`src/hw/fpcr_pkg.sv`:
```
// Package of constants and types for the flash program command responder
// ============================================================
// Overview of operation
// - Response upper half echoes processed command code, except program answers (row address)
// - Result code: 0 pass, 2 fail, 3 unknown
// - Optional data words follow response header
// - Row write: address halves, one row, one header
// - Read: operand word count, 32-bit source address
// - Read returns header then packed data words
// - Program: address, byte length, then data words
// - One-row program answers when row arrives
// - Two-row program answers twice after both rows
// - Longer programs answer one row behind
// - Program error reports fail at row end, drops later rows
// - Program answer: address low bits, result code
// - Word write programs exactly one data word
// - Header: code high half, operand low half
// - Unknown code answers with unknown result
// - One command at a time, answer first
package fpcr_pkg;
	localparam logic [15:0] FPCR_OP_ROW_WRITE  = 16'h0000;
	localparam logic [15:0] FPCR_OP_READ       = 16'h0001;
	localparam logic [15:0] FPCR_OP_PROGRAM    = 16'h0002;
	localparam logic [15:0] FPCR_OP_WORD_WRITE = 16'h0003;
	localparam logic [15:0] FPCR_RES_PASS      = 16'h0000;
	localparam logic [15:0] FPCR_RES_FAIL      = 16'h0002;
	localparam logic [15:0] unknown_command_code = 16'h0003;
	// Row of 32 words (128 bytes); devices with 512-byte rows change this
	localparam int          FPCR_ROW_WORDS     = 32;
	localparam logic [7:0]  FPCR_ROW_LAST      = 8'h1F;
	localparam logic [31:0] FPCR_ROW_BYTES     = 32'h0000_0080;
	localparam int          FPCR_ROW_SHIFT     = 7;
	localparam int          FPCR_HI            = 31;
	localparam int          FPCR_MID           = 16;

	typedef enum logic [3:0] {
		FPCR_IDLE, FPCR_ADDR_HI, FPCR_ADDR_LO, FPCR_LEN_HI, FPCR_LEN_LO,
		FPCR_DATA, FPCR_MEM_WAIT, FPCR_READ_REQ, FPCR_READ_WAIT,
		FPCR_FLUSH, FPCR_DRAIN
	} fpcr_state_t;
endpackage

```
`src/hw/fpcr_top.sv`:
```
// Command interpreter of the flash programming executive
`timescale 1ns/100ps
`default_nettype none
module fpcr_top
	import fpcr_pkg::*;
(
	input  wire logic        clk,           // 20 MHz clock
	input  wire logic        reset_n,       // Async reset, active low
	input  wire logic        cmd_valid,     // Command word offered
	input  wire logic [31:0] cmd_word,      // Command word
	output logic             cmd_ready,     // Command word taken
	output logic             rsp_valid,     // Response word offered
	output logic [31:0]      rsp_word,      // Response word
	input  wire logic        rsp_ready,     // Response word taken
	output logic             mem_req,       // Memory access request
	output logic             mem_write,     // 1 program, 0 read
	output logic [31:0]      mem_addr,      // Memory byte address
	output logic [31:0]      mem_wdata,     // Word to program
	input  wire logic        mem_done,      // Access finished, pulse
	input  wire logic        mem_error,     // Program failed, with done
	input  wire logic [31:0] mem_rdata      // Read word, with done
);
	import fpcr_pkg::*;

	typedef struct packed {
		fpcr_state_t st;
		logic [15:0] op;
		logic [15:0] count;
		logic [31:0] addr;
		logic [31:0] row_addr;
		logic [31:0] rows_left;
		logic [7:0]  widx;
		logic        row_err;
		logic        failed;
		logic        cmd_ready;
		logic        rsp_valid;
		logic [31:0] rsp_word;
		logic        mem_req;
		logic        mem_write;
		logic [31:0] mem_addr;
		logic [31:0] mem_wdata;
	} fpcr_top_t;

	fpcr_top_t s_q, s_d;
	logic        rst_n;
	logic        pipe_load;
	logic [31:0] pipe_word;
	logic        pipe_take;
	logic        pipe_held;
	logic [31:0] pipe_held_word;
	logic        cmd_fire;
	logic        rsp_free;
	logic        last_word;
	logic        err;

	fpcr_reset_sync u_rst (
		.clk        (clk),
		.reset_n    (reset_n),
		.rst_n_sync (rst_n)
	);

	fpcr_resp_pipe u_pipe (
		.clk       (clk),
		.rst_n     (rst_n),
		.load      (pipe_load),
		.load_word (pipe_word),
		.take      (pipe_take),
		.held      (pipe_held),
		.held_word (pipe_held_word)
	);

	assign cmd_fire = s_q.cmd_ready && cmd_valid;
	assign rsp_free = !s_q.rsp_valid || rsp_ready;

	// ============================================================
	// Sequencer
	always_comb begin
		s_d       = s_q;
		pipe_load = 1'b0;
		pipe_word = 32'h0000_0000;
		pipe_take = 1'b0;
		last_word = (s_q.op == FPCR_OP_WORD_WRITE) || (s_q.widx == FPCR_ROW_LAST);
		err       = s_q.row_err || (s_q.mem_req && mem_error);
		if (s_q.rsp_valid && rsp_ready) begin
			s_d.rsp_valid = 1'b0;
		end
		if (s_q.mem_req && mem_done) begin
			s_d.mem_req = 1'b0;
		end
		case (s_q.st)
		FPCR_IDLE: begin
			s_d.cmd_ready = rsp_free;
			if (cmd_fire) begin
				s_d.op    = cmd_word[FPCR_HI:FPCR_MID];
				s_d.count = cmd_word[FPCR_MID-1:0];
				s_d.failed = 1'b0;
				s_d.row_err = 1'b0;
				if (cmd_word[FPCR_HI:FPCR_MID] > FPCR_OP_WORD_WRITE) begin
					s_d.cmd_ready = 1'b0;
					s_d.rsp_valid = 1'b1;
					s_d.rsp_word  = {cmd_word[FPCR_HI:FPCR_MID],
						unknown_command_code};
				end else begin
					s_d.st = FPCR_ADDR_HI;
				end
			end
		end
		FPCR_ADDR_HI: begin
			s_d.cmd_ready = 1'b1;
			if (cmd_fire) begin
				s_d.addr[31:16] = cmd_word[15:0];
				s_d.st          = FPCR_ADDR_LO;
			end
		end
		FPCR_ADDR_LO: begin
			if (cmd_fire) begin
				s_d.addr[15:0] = cmd_word[15:0];
				s_d.row_addr   = {s_q.addr[31:16], cmd_word[15:0]};
				s_d.widx       = 8'h00;
				s_d.rows_left  = 32'h0000_0001;
				if (s_q.op == FPCR_OP_PROGRAM) begin
					s_d.st = FPCR_LEN_HI;
				end else if (s_q.op == FPCR_OP_READ) begin
					s_d.cmd_ready = 1'b0;
					s_d.st        = FPCR_READ_REQ;
				end else begin
					s_d.st = FPCR_DATA;
				end
			end
		end
		FPCR_LEN_HI: begin
			if (cmd_fire) begin
				s_d.rows_left[31:16] = cmd_word[15:0];
				s_d.st               = FPCR_LEN_LO;
			end
		end
		FPCR_LEN_LO: begin
			if (cmd_fire) begin
				s_d.rows_left = {s_q.rows_left[31:16], cmd_word[15:0]}
					>> FPCR_ROW_SHIFT;
				s_d.st = FPCR_DATA;
			end
		end
		FPCR_DATA: begin
			if (cmd_fire) begin
				// One word per flash access; fail is sticky for the command
				s_d.cmd_ready = 1'b0;
				s_d.mem_req   = !s_q.failed;
				s_d.mem_write = 1'b1;
				s_d.mem_addr  = s_q.addr;
				s_d.mem_wdata = cmd_word;
				s_d.addr      = s_q.addr + 32'h0000_0004;
				s_d.st        = FPCR_MEM_WAIT;
			end
		end
		FPCR_MEM_WAIT: begin
			// Error kept here, so a row end stalled on a busy answer slot still reports it
			s_d.row_err = err;
			if (!s_q.mem_req || mem_done) begin
				if (!last_word) begin
					s_d.widx      = s_q.widx + 8'h01;
					s_d.cmd_ready = 1'b1;
					s_d.st        = FPCR_DATA;
				end else if (s_q.op != FPCR_OP_PROGRAM) begin
					s_d.rsp_valid = 1'b1;
					s_d.rsp_word  = {s_q.op, err ? FPCR_RES_FAIL : FPCR_RES_PASS};
					s_d.st        = FPCR_IDLE;
				end else if (rsp_free) begin
					// Row done: answer one row behind, held answer first
					s_d.widx      = 8'h00;
					s_d.row_err   = 1'b0;
					s_d.rows_left = s_q.rows_left - 32'h0000_0001;
					s_d.row_addr  = s_q.row_addr + FPCR_ROW_BYTES;
					pipe_load     = 1'b1;
					pipe_word     = {s_q.row_addr[15:0], err ? FPCR_RES_FAIL : FPCR_RES_PASS};
					if (pipe_held) begin
						pipe_take     = 1'b1;
						s_d.rsp_valid = 1'b1;
						s_d.rsp_word  = pipe_held_word;
					end
					if (err) begin
						s_d.failed = 1'b1;
					end
					if (s_q.rows_left <= 32'h0000_0001 || err) begin
						s_d.st = FPCR_FLUSH;
					end else begin
						s_d.cmd_ready = 1'b1;
						s_d.st        = FPCR_DATA;
					end
				end
			end
		end
		FPCR_FLUSH: begin
			if (rsp_free && pipe_held) begin
				pipe_take     = 1'b1;
				s_d.rsp_valid = 1'b1;
				s_d.rsp_word  = pipe_held_word;
				s_d.widx      = 8'h00;
				if (s_q.failed && s_q.rows_left != 32'h0000_0000) begin
					s_d.cmd_ready = 1'b1;
					s_d.st        = FPCR_DRAIN;
				end else begin
					s_d.st = FPCR_IDLE;
				end
			end
		end
		FPCR_DRAIN: begin
			// Words of the aborted command still in flight are dropped
			if (cmd_fire) begin
				s_d.widx = s_q.widx + 8'h01;
				if (s_q.widx == FPCR_ROW_LAST) begin
					s_d.widx      = 8'h00;
					s_d.rows_left = s_q.rows_left - 32'h0000_0001;
					if (s_q.rows_left <= 32'h0000_0001) begin
						s_d.cmd_ready = 1'b0;
						s_d.st        = FPCR_IDLE;
					end
				end
			end
		end
		FPCR_READ_REQ: begin
			if (rsp_free) begin
				s_d.rsp_valid = 1'b1;
				s_d.rsp_word  = {s_q.op, FPCR_RES_PASS};
				s_d.mem_write = 1'b0;
				s_d.st        = (s_q.count == 16'h0000) ? FPCR_IDLE : FPCR_READ_WAIT;
			end
		end
		FPCR_READ_WAIT: begin
			// Fetch only once the last answer is taken: read data has nowhere else to wait
			if (s_q.mem_req && mem_done) begin
				s_d.rsp_valid = 1'b1;
				s_d.rsp_word  = mem_rdata;
				s_d.count     = s_q.count - 16'h0001;
				s_d.addr      = s_q.addr + 32'h0000_0004;
				if (s_q.count == 16'h0001) begin
					s_d.st = FPCR_IDLE;
				end
			end else if (!s_q.mem_req && !s_q.rsp_valid) begin
				s_d.mem_req  = 1'b1;
				s_d.mem_addr = s_q.addr;
			end
		end
		default: begin
			s_d.st = FPCR_IDLE;
		end
		endcase
	end

	always_ff @(posedge clk or negedge rst_n) begin
		if (!rst_n) begin
			s_q    <= '0;
			s_q.st <= FPCR_IDLE;
		end else begin
			s_q <= s_d;
		end
	end

	assign cmd_ready = s_q.cmd_ready;
	assign rsp_valid = s_q.rsp_valid;
	assign rsp_word  = s_q.rsp_word;
	assign mem_req   = s_q.mem_req;
	assign mem_write = s_q.mem_write;
	assign mem_addr  = s_q.mem_addr;
	assign mem_wdata = s_q.mem_wdata;
endmodule
`default_nettype wire

```
`src/hw/fpcr_reset_sync.sv`:
```
// Two-stage reset release synchroniser
`timescale 1ns/100ps
`default_nettype none
module fpcr_reset_sync (
	input  wire logic clk,        // System clock
	input  wire logic reset_n,    // Asynchronous reset in
	output var  logic rst_n_sync  // Synchronised release
);
	logic [1:0] sync_q;

	always_ff @(posedge clk or negedge reset_n) begin
		if (!reset_n) begin
			sync_q <= 2'h0;
		end else begin
			sync_q <= {sync_q[0], 1'b1};
		end
	end
	assign rst_n_sync = sync_q[1];
endmodule
`default_nettype wire

```
`src/hw/fpcr_resp_pipe.sv`:
```
// Holds a pending program answer so answers lag data by one row
`timescale 1ns/100ps
`default_nettype none
module fpcr_resp_pipe
	import fpcr_pkg::*;
(
	input  wire logic        clk,        // System clock
	input  wire logic        rst_n,      // Synchronised reset
	input  wire logic        load,       // Capture an answer
	input  wire logic [31:0] load_word,  // Answer captured
	input  wire logic        take,       // Consume held answer
	output var  logic        held,       // An answer is held
	output var  logic [31:0] held_word   // Held answer
);
	typedef struct packed {
		logic        v;
		logic [31:0] w;
	} fpcr_pipe_t;
	fpcr_pipe_t s_q, s_d;

	always_comb begin
		s_d = s_q;
		if (take) begin
			s_d.v = 1'b0;
		end
		if (load) begin
			s_d.v = 1'b1;
			s_d.w = load_word;
		end
	end
	always_ff @(posedge clk or negedge rst_n) begin
		if (!rst_n) begin
			s_q <= '0;
		end else begin
			s_q <= s_d;
		end
	end
	assign held      = s_q.v;
	assign held_word = s_q.w;
endmodule
`default_nettype wire

```
`config.mk`:
```
export PLATFORM = sky130hd
export DESIGN_NAME = fpcr_top
export DESIGN_NICKNAME = d
export VERILOG_FILES = /design/src/hw/fpcr_pkg.sv /design/src/hw/fpcr_top.sv /design/src/hw/fpcr_reset_sync.sv /design/src/hw/fpcr_resp_pipe.sv
export SDC_FILE = /design/constraint.sdc
export NUM_CORES = 1
export LEC_CHECK = 0
export ABC_AREA = 1
export BUFFER_PORTS_ARGS = -buffer_cell sky130_fd_sc_hd__buf_4
export CAP_MARGIN = 10
export CORE_AREA = 2 2 161 163
export DETAILED_ROUTE_END_ITERATION = 6
export DIE_AREA = 0 0 163 165
export PLACE_DENSITY_LB_ADDON = 0.12
export SLEW_MARGIN = 0
export SYNTH_ARGS = -nofsm -noshare
export SYNTH_HDL_FRONTEND = slang
export SYNTH_SLANG_ARGS = --single-unit
```
`constraint.sdc`:
```
create_clock -name clk -period 9.6 [get_ports clk]
set_input_delay 0.96 -clock clk [delete_from_list [all_inputs] [get_ports clk]]
set_output_delay 0.96 -clock clk [all_outputs]
set_load 0.03 [all_outputs]
```
# Yosys cells after proc, flatten, opt, wreduce, memory -nomap -nowiden
# Cells that the tools add are included.
[classes] eq_ne=47 n_reduce_logical=47 addsub=5 n_lt_le_gt_ge=2 muxes=98
[ops] op="two-way mux 32 bit" count=9
[ops] op="two-way mux 108 bit" count=2
[ops] op="two-way mux 33 bit" count=6
[ops] op="case mux 33 bit (5 select lines)" count=1
[ops] op="case mux 32 bit (2 select lines)" count=2
[ops] op="case mux 16 bit (3 select lines)" count=2
[ops] op="two-way mux 88 bit" count=1
[ops] op="two-way mux 4 bit" count=20
[ops] op="two-way mux 40 bit" count=2
[ops] op="case mux 16 bit (5 select lines)" count=1
[ops] op="two-way mux 75 bit" count=1
[ops] op="two-way mux 36 bit" count=2
[ops] op="two-way mux 34 bit" count=2
[ops] op="two-way mux 66 bit" count=1
[ops] op="two-way mux 64 bit" count=1
[ops] op="case mux 16 bit (4 select lines)" count=1
[ops] op="!= test 2 bit, second input constant" count=25
[ops] op="two-way mux 48 bit" count=1
[ops] op="case mux 4 bit (11 select lines)" count=1
[ops] op="adder 32 x 3 -> 32 bit, second input constant" count=1
[ops] op="adder 32 x 8 -> 32 bit, second input constant" count=1
[ops] op="equality test 16 x 1 -> 1 bit, second input constant" count=2
[ops] op="equality test 16 x 2 -> 1 bit, second input constant" count=2
[ops] op="less-or-equal comparator 32 x 1 -> 1 bit, second input constant" count=1
[ops] op="other kinds (43)" count=111
[totals] out_inout_bits=100 word_cells=220 ff_bits=277 input_bits=70

# Depth between registers and ports, before layout
[depth] depth_word=9 depth_mapped=15 depth_no_buf=14

# Modules after synthesis
# A second synthesis with hierarchy kept.
[unflattened] hier_cells=2070 area_unflattened_um2=15113.2
[by_module_without_submodules] module="fpcr_top" area_per_inst_um2=13733.2 n_inst=1 seq_area_each_um2=5655.4 cells_per_inst=1927
[by_module_without_submodules] module="fpcr_resp_pipe" area_per_inst_um2=1326.3 n_inst=1 seq_area_each_um2=825.8 cells_per_inst=140
[by_module_without_submodules] module="fpcr_reset_sync" area_per_inst_um2=53.8 n_inst=1 seq_area_each_um2=50.0 cells_per_inst=3

# Least setup slack after synthesis
# No wires, ideal clock.
[synth_path] path_type="input -> register" startpoint="input port cmd_valid" endpoint="register s_q[238] (netlist bit)" n_path_buf=1 setup_ns=0.120 path_stages=10 arrival_time_ns=2.119 slack_ns=7.360 required_ns=9.480 path_cell_list="nand2_1 inv_1 clkbuf_1 o211ai_1 nor2_1 nand3_1 nor2_2 inv_1 nand2_1 nand2_1"
[synth_via] elab_chain_cells=3 word_cells_on_any_way=9
[synth_rtl] item="start: declaration" line_no="fpcr_top.sv:9" rtl="input wire logic cmd_valid,"
[synth_rtl] item="logical AND 1 bit *" line_no="fpcr_top.sv:72" rtl="assign cmd_fire = s_q.cmd_ready && cmd_valid;"
[synth_rtl] item="!= test 2 bit (no line)"
[synth_rtl] item="AND reduction 16 bit (no line) *"
[synth_rtl] item="end: declaration" line_no="fpcr_top.sv:44" rtl="fpcr_top_t s_q, s_d;"
# Every way passes the cells marked *; elsewhere a longest branch is shown, timed or not.
# A chain may end at the register's enable or synchronous reset.

# Worst setup path in the final report
[layout_path] startpoint="register s_q[234] (netlist bit)" endpoint="register s_q[127] (netlist bit)"
[layout_via] elab_chain_cells=4 word_cells_on_any_way=6
[layout_rtl] item="equality test 16 x 2 -> 1 bit" line_no="fpcr_top.sv:82" rtl="last_word = (s_q.op == FPCR_OP_WORD_WRITE) || (s_q.widx == FPCR_ROW_LAST);"
[layout_rtl] item="logical OR 1 bit" line_no="fpcr_top.sv:82"
[layout_rtl] item="!= test 2 bit (no line)"
[layout_rtl] item="AND reduction 10 bit (no line) *"
# Marks and branches as above.

==> qor.csv <==
stage,metric,value,unit
status,outcome,finished clean,
critical_path,cell mode on critical path,nand2_1,
route,wire per inst,17.55,µm
yosys,Synth Area in Adders,0.6874,%
critical_path,slowest cell on the critical path,nand2_1,
yosys,fraction of registers with async set/reset,100.0,%
route,initial DRC count,1214,
floorplan,die area,26900,µm²
placement,gpl congestion,0.9996,
yosys,mux contribution to synthesized area,0,%
pwr,pwr dens,333.1,nW/µm²
critical_path,CP required,10.01,ns
job,Max Cap Violations,0,
sta,Fin Setup TNS,0,ns
yosys,main combinational cell family by area after synthesis,simple AND/OR/NAND/NOR gates,
sta,RSZ-0062 raised after global routing,false,
yosys,synthesis warning total,0,
route,residual DRC count,0,
clock_tree,Worst-Skew Late Latency,0.54,ns
layout,most frequent cells in the layout,"609 x nand2_1, 245 x dfrtp_1, 199 x o21ai_0",
sta,Fin. Hold Viols,0,
yosys,register area share after synthesis,42.28,%
route,via count,13580,
clock_tree,hold_buf cts,0,
grt,GR Util All Layers,31.41,%
sta,Worst Skew,0.01830,ns
pwr,leakage,8.043,nW
yosys,library cells used by synthesis,43,
clock_tree,Clock transition at path regs,0.06,ns
layout,Finished Layout Cells,2412,
sta,worst slew pin tran,1.041,ns
critical_path,slowest cell delay on critical path,0.68,ns
layout,"commonest non-fill, non-tap cell in the layout",nand2_1,
clock_tree,H-Tree Depth,1,
yosys,simple-gate share of the synthesized area,28.35,%
layout,Layout area overhead,11.18,%
yosys,XOR/XNOR Fraction of Synth Area,2.707,%
clock_tree,CTS tree,done,
floorplan,Die Ht,165,µm
floorplan,Core Region,25040,µm²
sta,final setup violation count,0,
sta,hold_ws,0.1877,ns
floorplan,die width,163,µm
route,final wirelength,42.34,mm
critical_path,"critical path, cell by cell",nor2_1 -> nand2_1 -> nor2_1 -> nand2_1 -> nand2_1 -> nand2_2 -> nor2_4 -> inv_2 -> nand2_1 -> o21ai_1,
floorplan,I/O pin cnt,170,
critical_path,Critical Path AT,3.37,ns
sta,max frequency,337.6,MHz
sta,crit share post-route,30.86,%
clock_tree,maximum root-to-sink buffer count,3,
route,Vias/cell,5.632,
critical_path,CP Max Fanout,20,
layout,Reg area,6160,µm²
yosys,Synth Flop Type,dfrtp_1,
grt,first-pass GRT wire length,66.54,mm
layout,FILL cells,2294,
sta,max_slew headroom,30.42,%
yosys,Cells after Synth,2018,
grt,largest net degree at the start of global routing,74,
yosys,Compound-Gate Fraction of Synth Area,13.54,%
layout,ant diodes,0,
layout,fraction of layout cells with a size suffix above 1,13.50,%
placement,cell total after placement,2366,
route,Detail Route Antenna Nets,0,
yosys,synthesized net count,2096,
route,TritonRoute pass-1 iters,7,
yosys,Mean Syn Cell Area,7.216,µm²
layout,Nets,2143,
placement,post-placement cell area,15290,µm²
pwr,peak supply drop,0.2422,mV
critical_path,crit end category,flip-flop,
critical_path,Reg2Reg Setup Slack,6.64,ns
floorplan,Initial Util,58.16,%
grt,vias in the first global route,12630,
hold_path,min-delay worst type,in -> async,
critical_path,Startpoint Class,flip-flop,
layout,multi-input logic area,6598,µm²
yosys,"EDFF count, synth",0,
critical_path,crit path kind,reg -> reg,
clock_tree,clock sink count,246,
floorplan,Site Rows,58,
placement,Port-buffer cells,169,
placement,DPL Wire Length,30.50,mm
clock_tree,post-CTS resize count,0,
clock_tree,# Post-CTS Setup Buffers,0,
grt,grt ovf,0,
sta,Final min period,2.962,ns
grt,initial antenna violation count,1,
sta,Pins Over Slew Limit,0,
clock_tree,clock root cell,clkbuf_16,
layout,cell area after layout,16190,µm²
yosys,synthesized area,14560,µm²
layout,final core utilization,64.66,%
clock_tree,CTS buffer count,27,
yosys,"flops & latches, synth",246,
-- cells in the mapped netlist (2+ instances only) --
cell type  instances  share of area (%)
nand2_1          609                 16
dfrtp_1          246                 42
o21ai_0          199                6.8
inv_1            184                4.7
nor2_1           178                4.6
nand3_1          112                3.8
buf_4            107                5.5
a21oi_1           54                1.9
xor2_1            37                2.2
clkbuf_1          31               0.80
nand4_1           24                1.0
o21ai_1           24               0.82
o22ai_1           21               0.90
buf_2             20               0.69
nor3_1            20               0.69
nor2_2            17               0.73
a22oi_1           16               0.82
inv_2             15               0.39
o211ai_1          14               0.72
a31oi_1           13               0.56
nand2_2           13               0.56
ha_1               8               0.69
xnor2_1            8               0.48
nor2_4             6               0.46
o2111ai_1          6               0.36
clkinv_1           5               0.13
and2_1             4               0.17
buf_1              3              0.077
nand3b_1           3               0.15
o21bai_1           3               0.15
o31ai_1            3               0.15
a211oi_1           2               0.10
nand3_2            2               0.14
nor4_1             2              0.086
-- power by group --
group / leakage [nW] / switching [mW] / internal, mW / total [mW]
Clock: 0.438 / 0.421 / 0.638 / 1.06
Combinational: 4.40 / 1.80 / 0.820 / 2.62
Sequential: 3.21 / 0.332 / 1.38 / 1.71
-- critical path: cells and delay by family (launching register included) --
kind                   cells  cell delay (ns)
AOI/OAI and AO/OA          1             0.07
buffers and inverters      1             0.25
DFF                        1             0.39
and+or+nand+nor            8             2.12
-- per-stage QoR --
step | total power [mW] | worst slack [ns]
3_5_place_dp | 4.293 | 6.434
5_1_grt | 5.799 | 6.386
2_1_floorplan | 3.702 | 2.237
4_1_cts | 5.375 | 6.680
6_report | 5.393 | 6.638
3_3_place_gp | 4.234 | 6.529
-- final timing paths --
check                           cells past startpoint               to            start
worst min-delay path                                1  u_rst.sync_q[1]          reset_n
min in group clk                                    0  u_rst.sync_q[1]  u_rst.sync_q[0]
worst min register to register                      0  u_rst.sync_q[1]  u_rst.sync_q[0]
worst max-delay path                               10         s_q[127]         s_q[234]
max in group asynchronous                           2      rsp_word[1]  u_rst.sync_q[1]
worst max register to register                     10         s_q[127]         s_q[234]
-- state kept, by name, indices dropped and copies added, names as in the netlist --
signal / flops
cmd_ready: 1
mem_addr: 32
mem_req: 1
mem_wdata: 32
mem_write: 1
rsp_valid: 1
rsp_word: 32
s_q: 126
u_pipe.held: 1
u_pipe.held_word: 17
u_rst.sync_q: 2
-- cell families (layout without fill, tap and decap cells) --
| logic type | after synthesis | after routing |
|---|---|---|
| buf+inv | 366 | 430 |
| compound gates | 359 | 359 |
| flops | 246 | 246 |
| simple gates | 993 | 993 |
| xor+xnor | 45 | 45 |
| other cells | 1 | 1 |
| fa+ha+maj | 8 | 8 |
-- area by class of cell --
class                      count  area share (%)
multi-input combinational   1406           40.75
sequential                   246           38.05
timing repair buffer         180           8.347
clock buffer                  36           4.753
inverter                     204           4.730
tap                          330           2.550
clock inverter                10          0.8192
-- layer usage --
metal	track usage (%)	routed length (µm)	share of wire, %
met1	43.94	17840	42
met2	49.90	19260	45
met3	4.395	3654	8.6
met4	11.95	1579	3.7
met5	0	0	0
(Power assumes the default switching activity.)
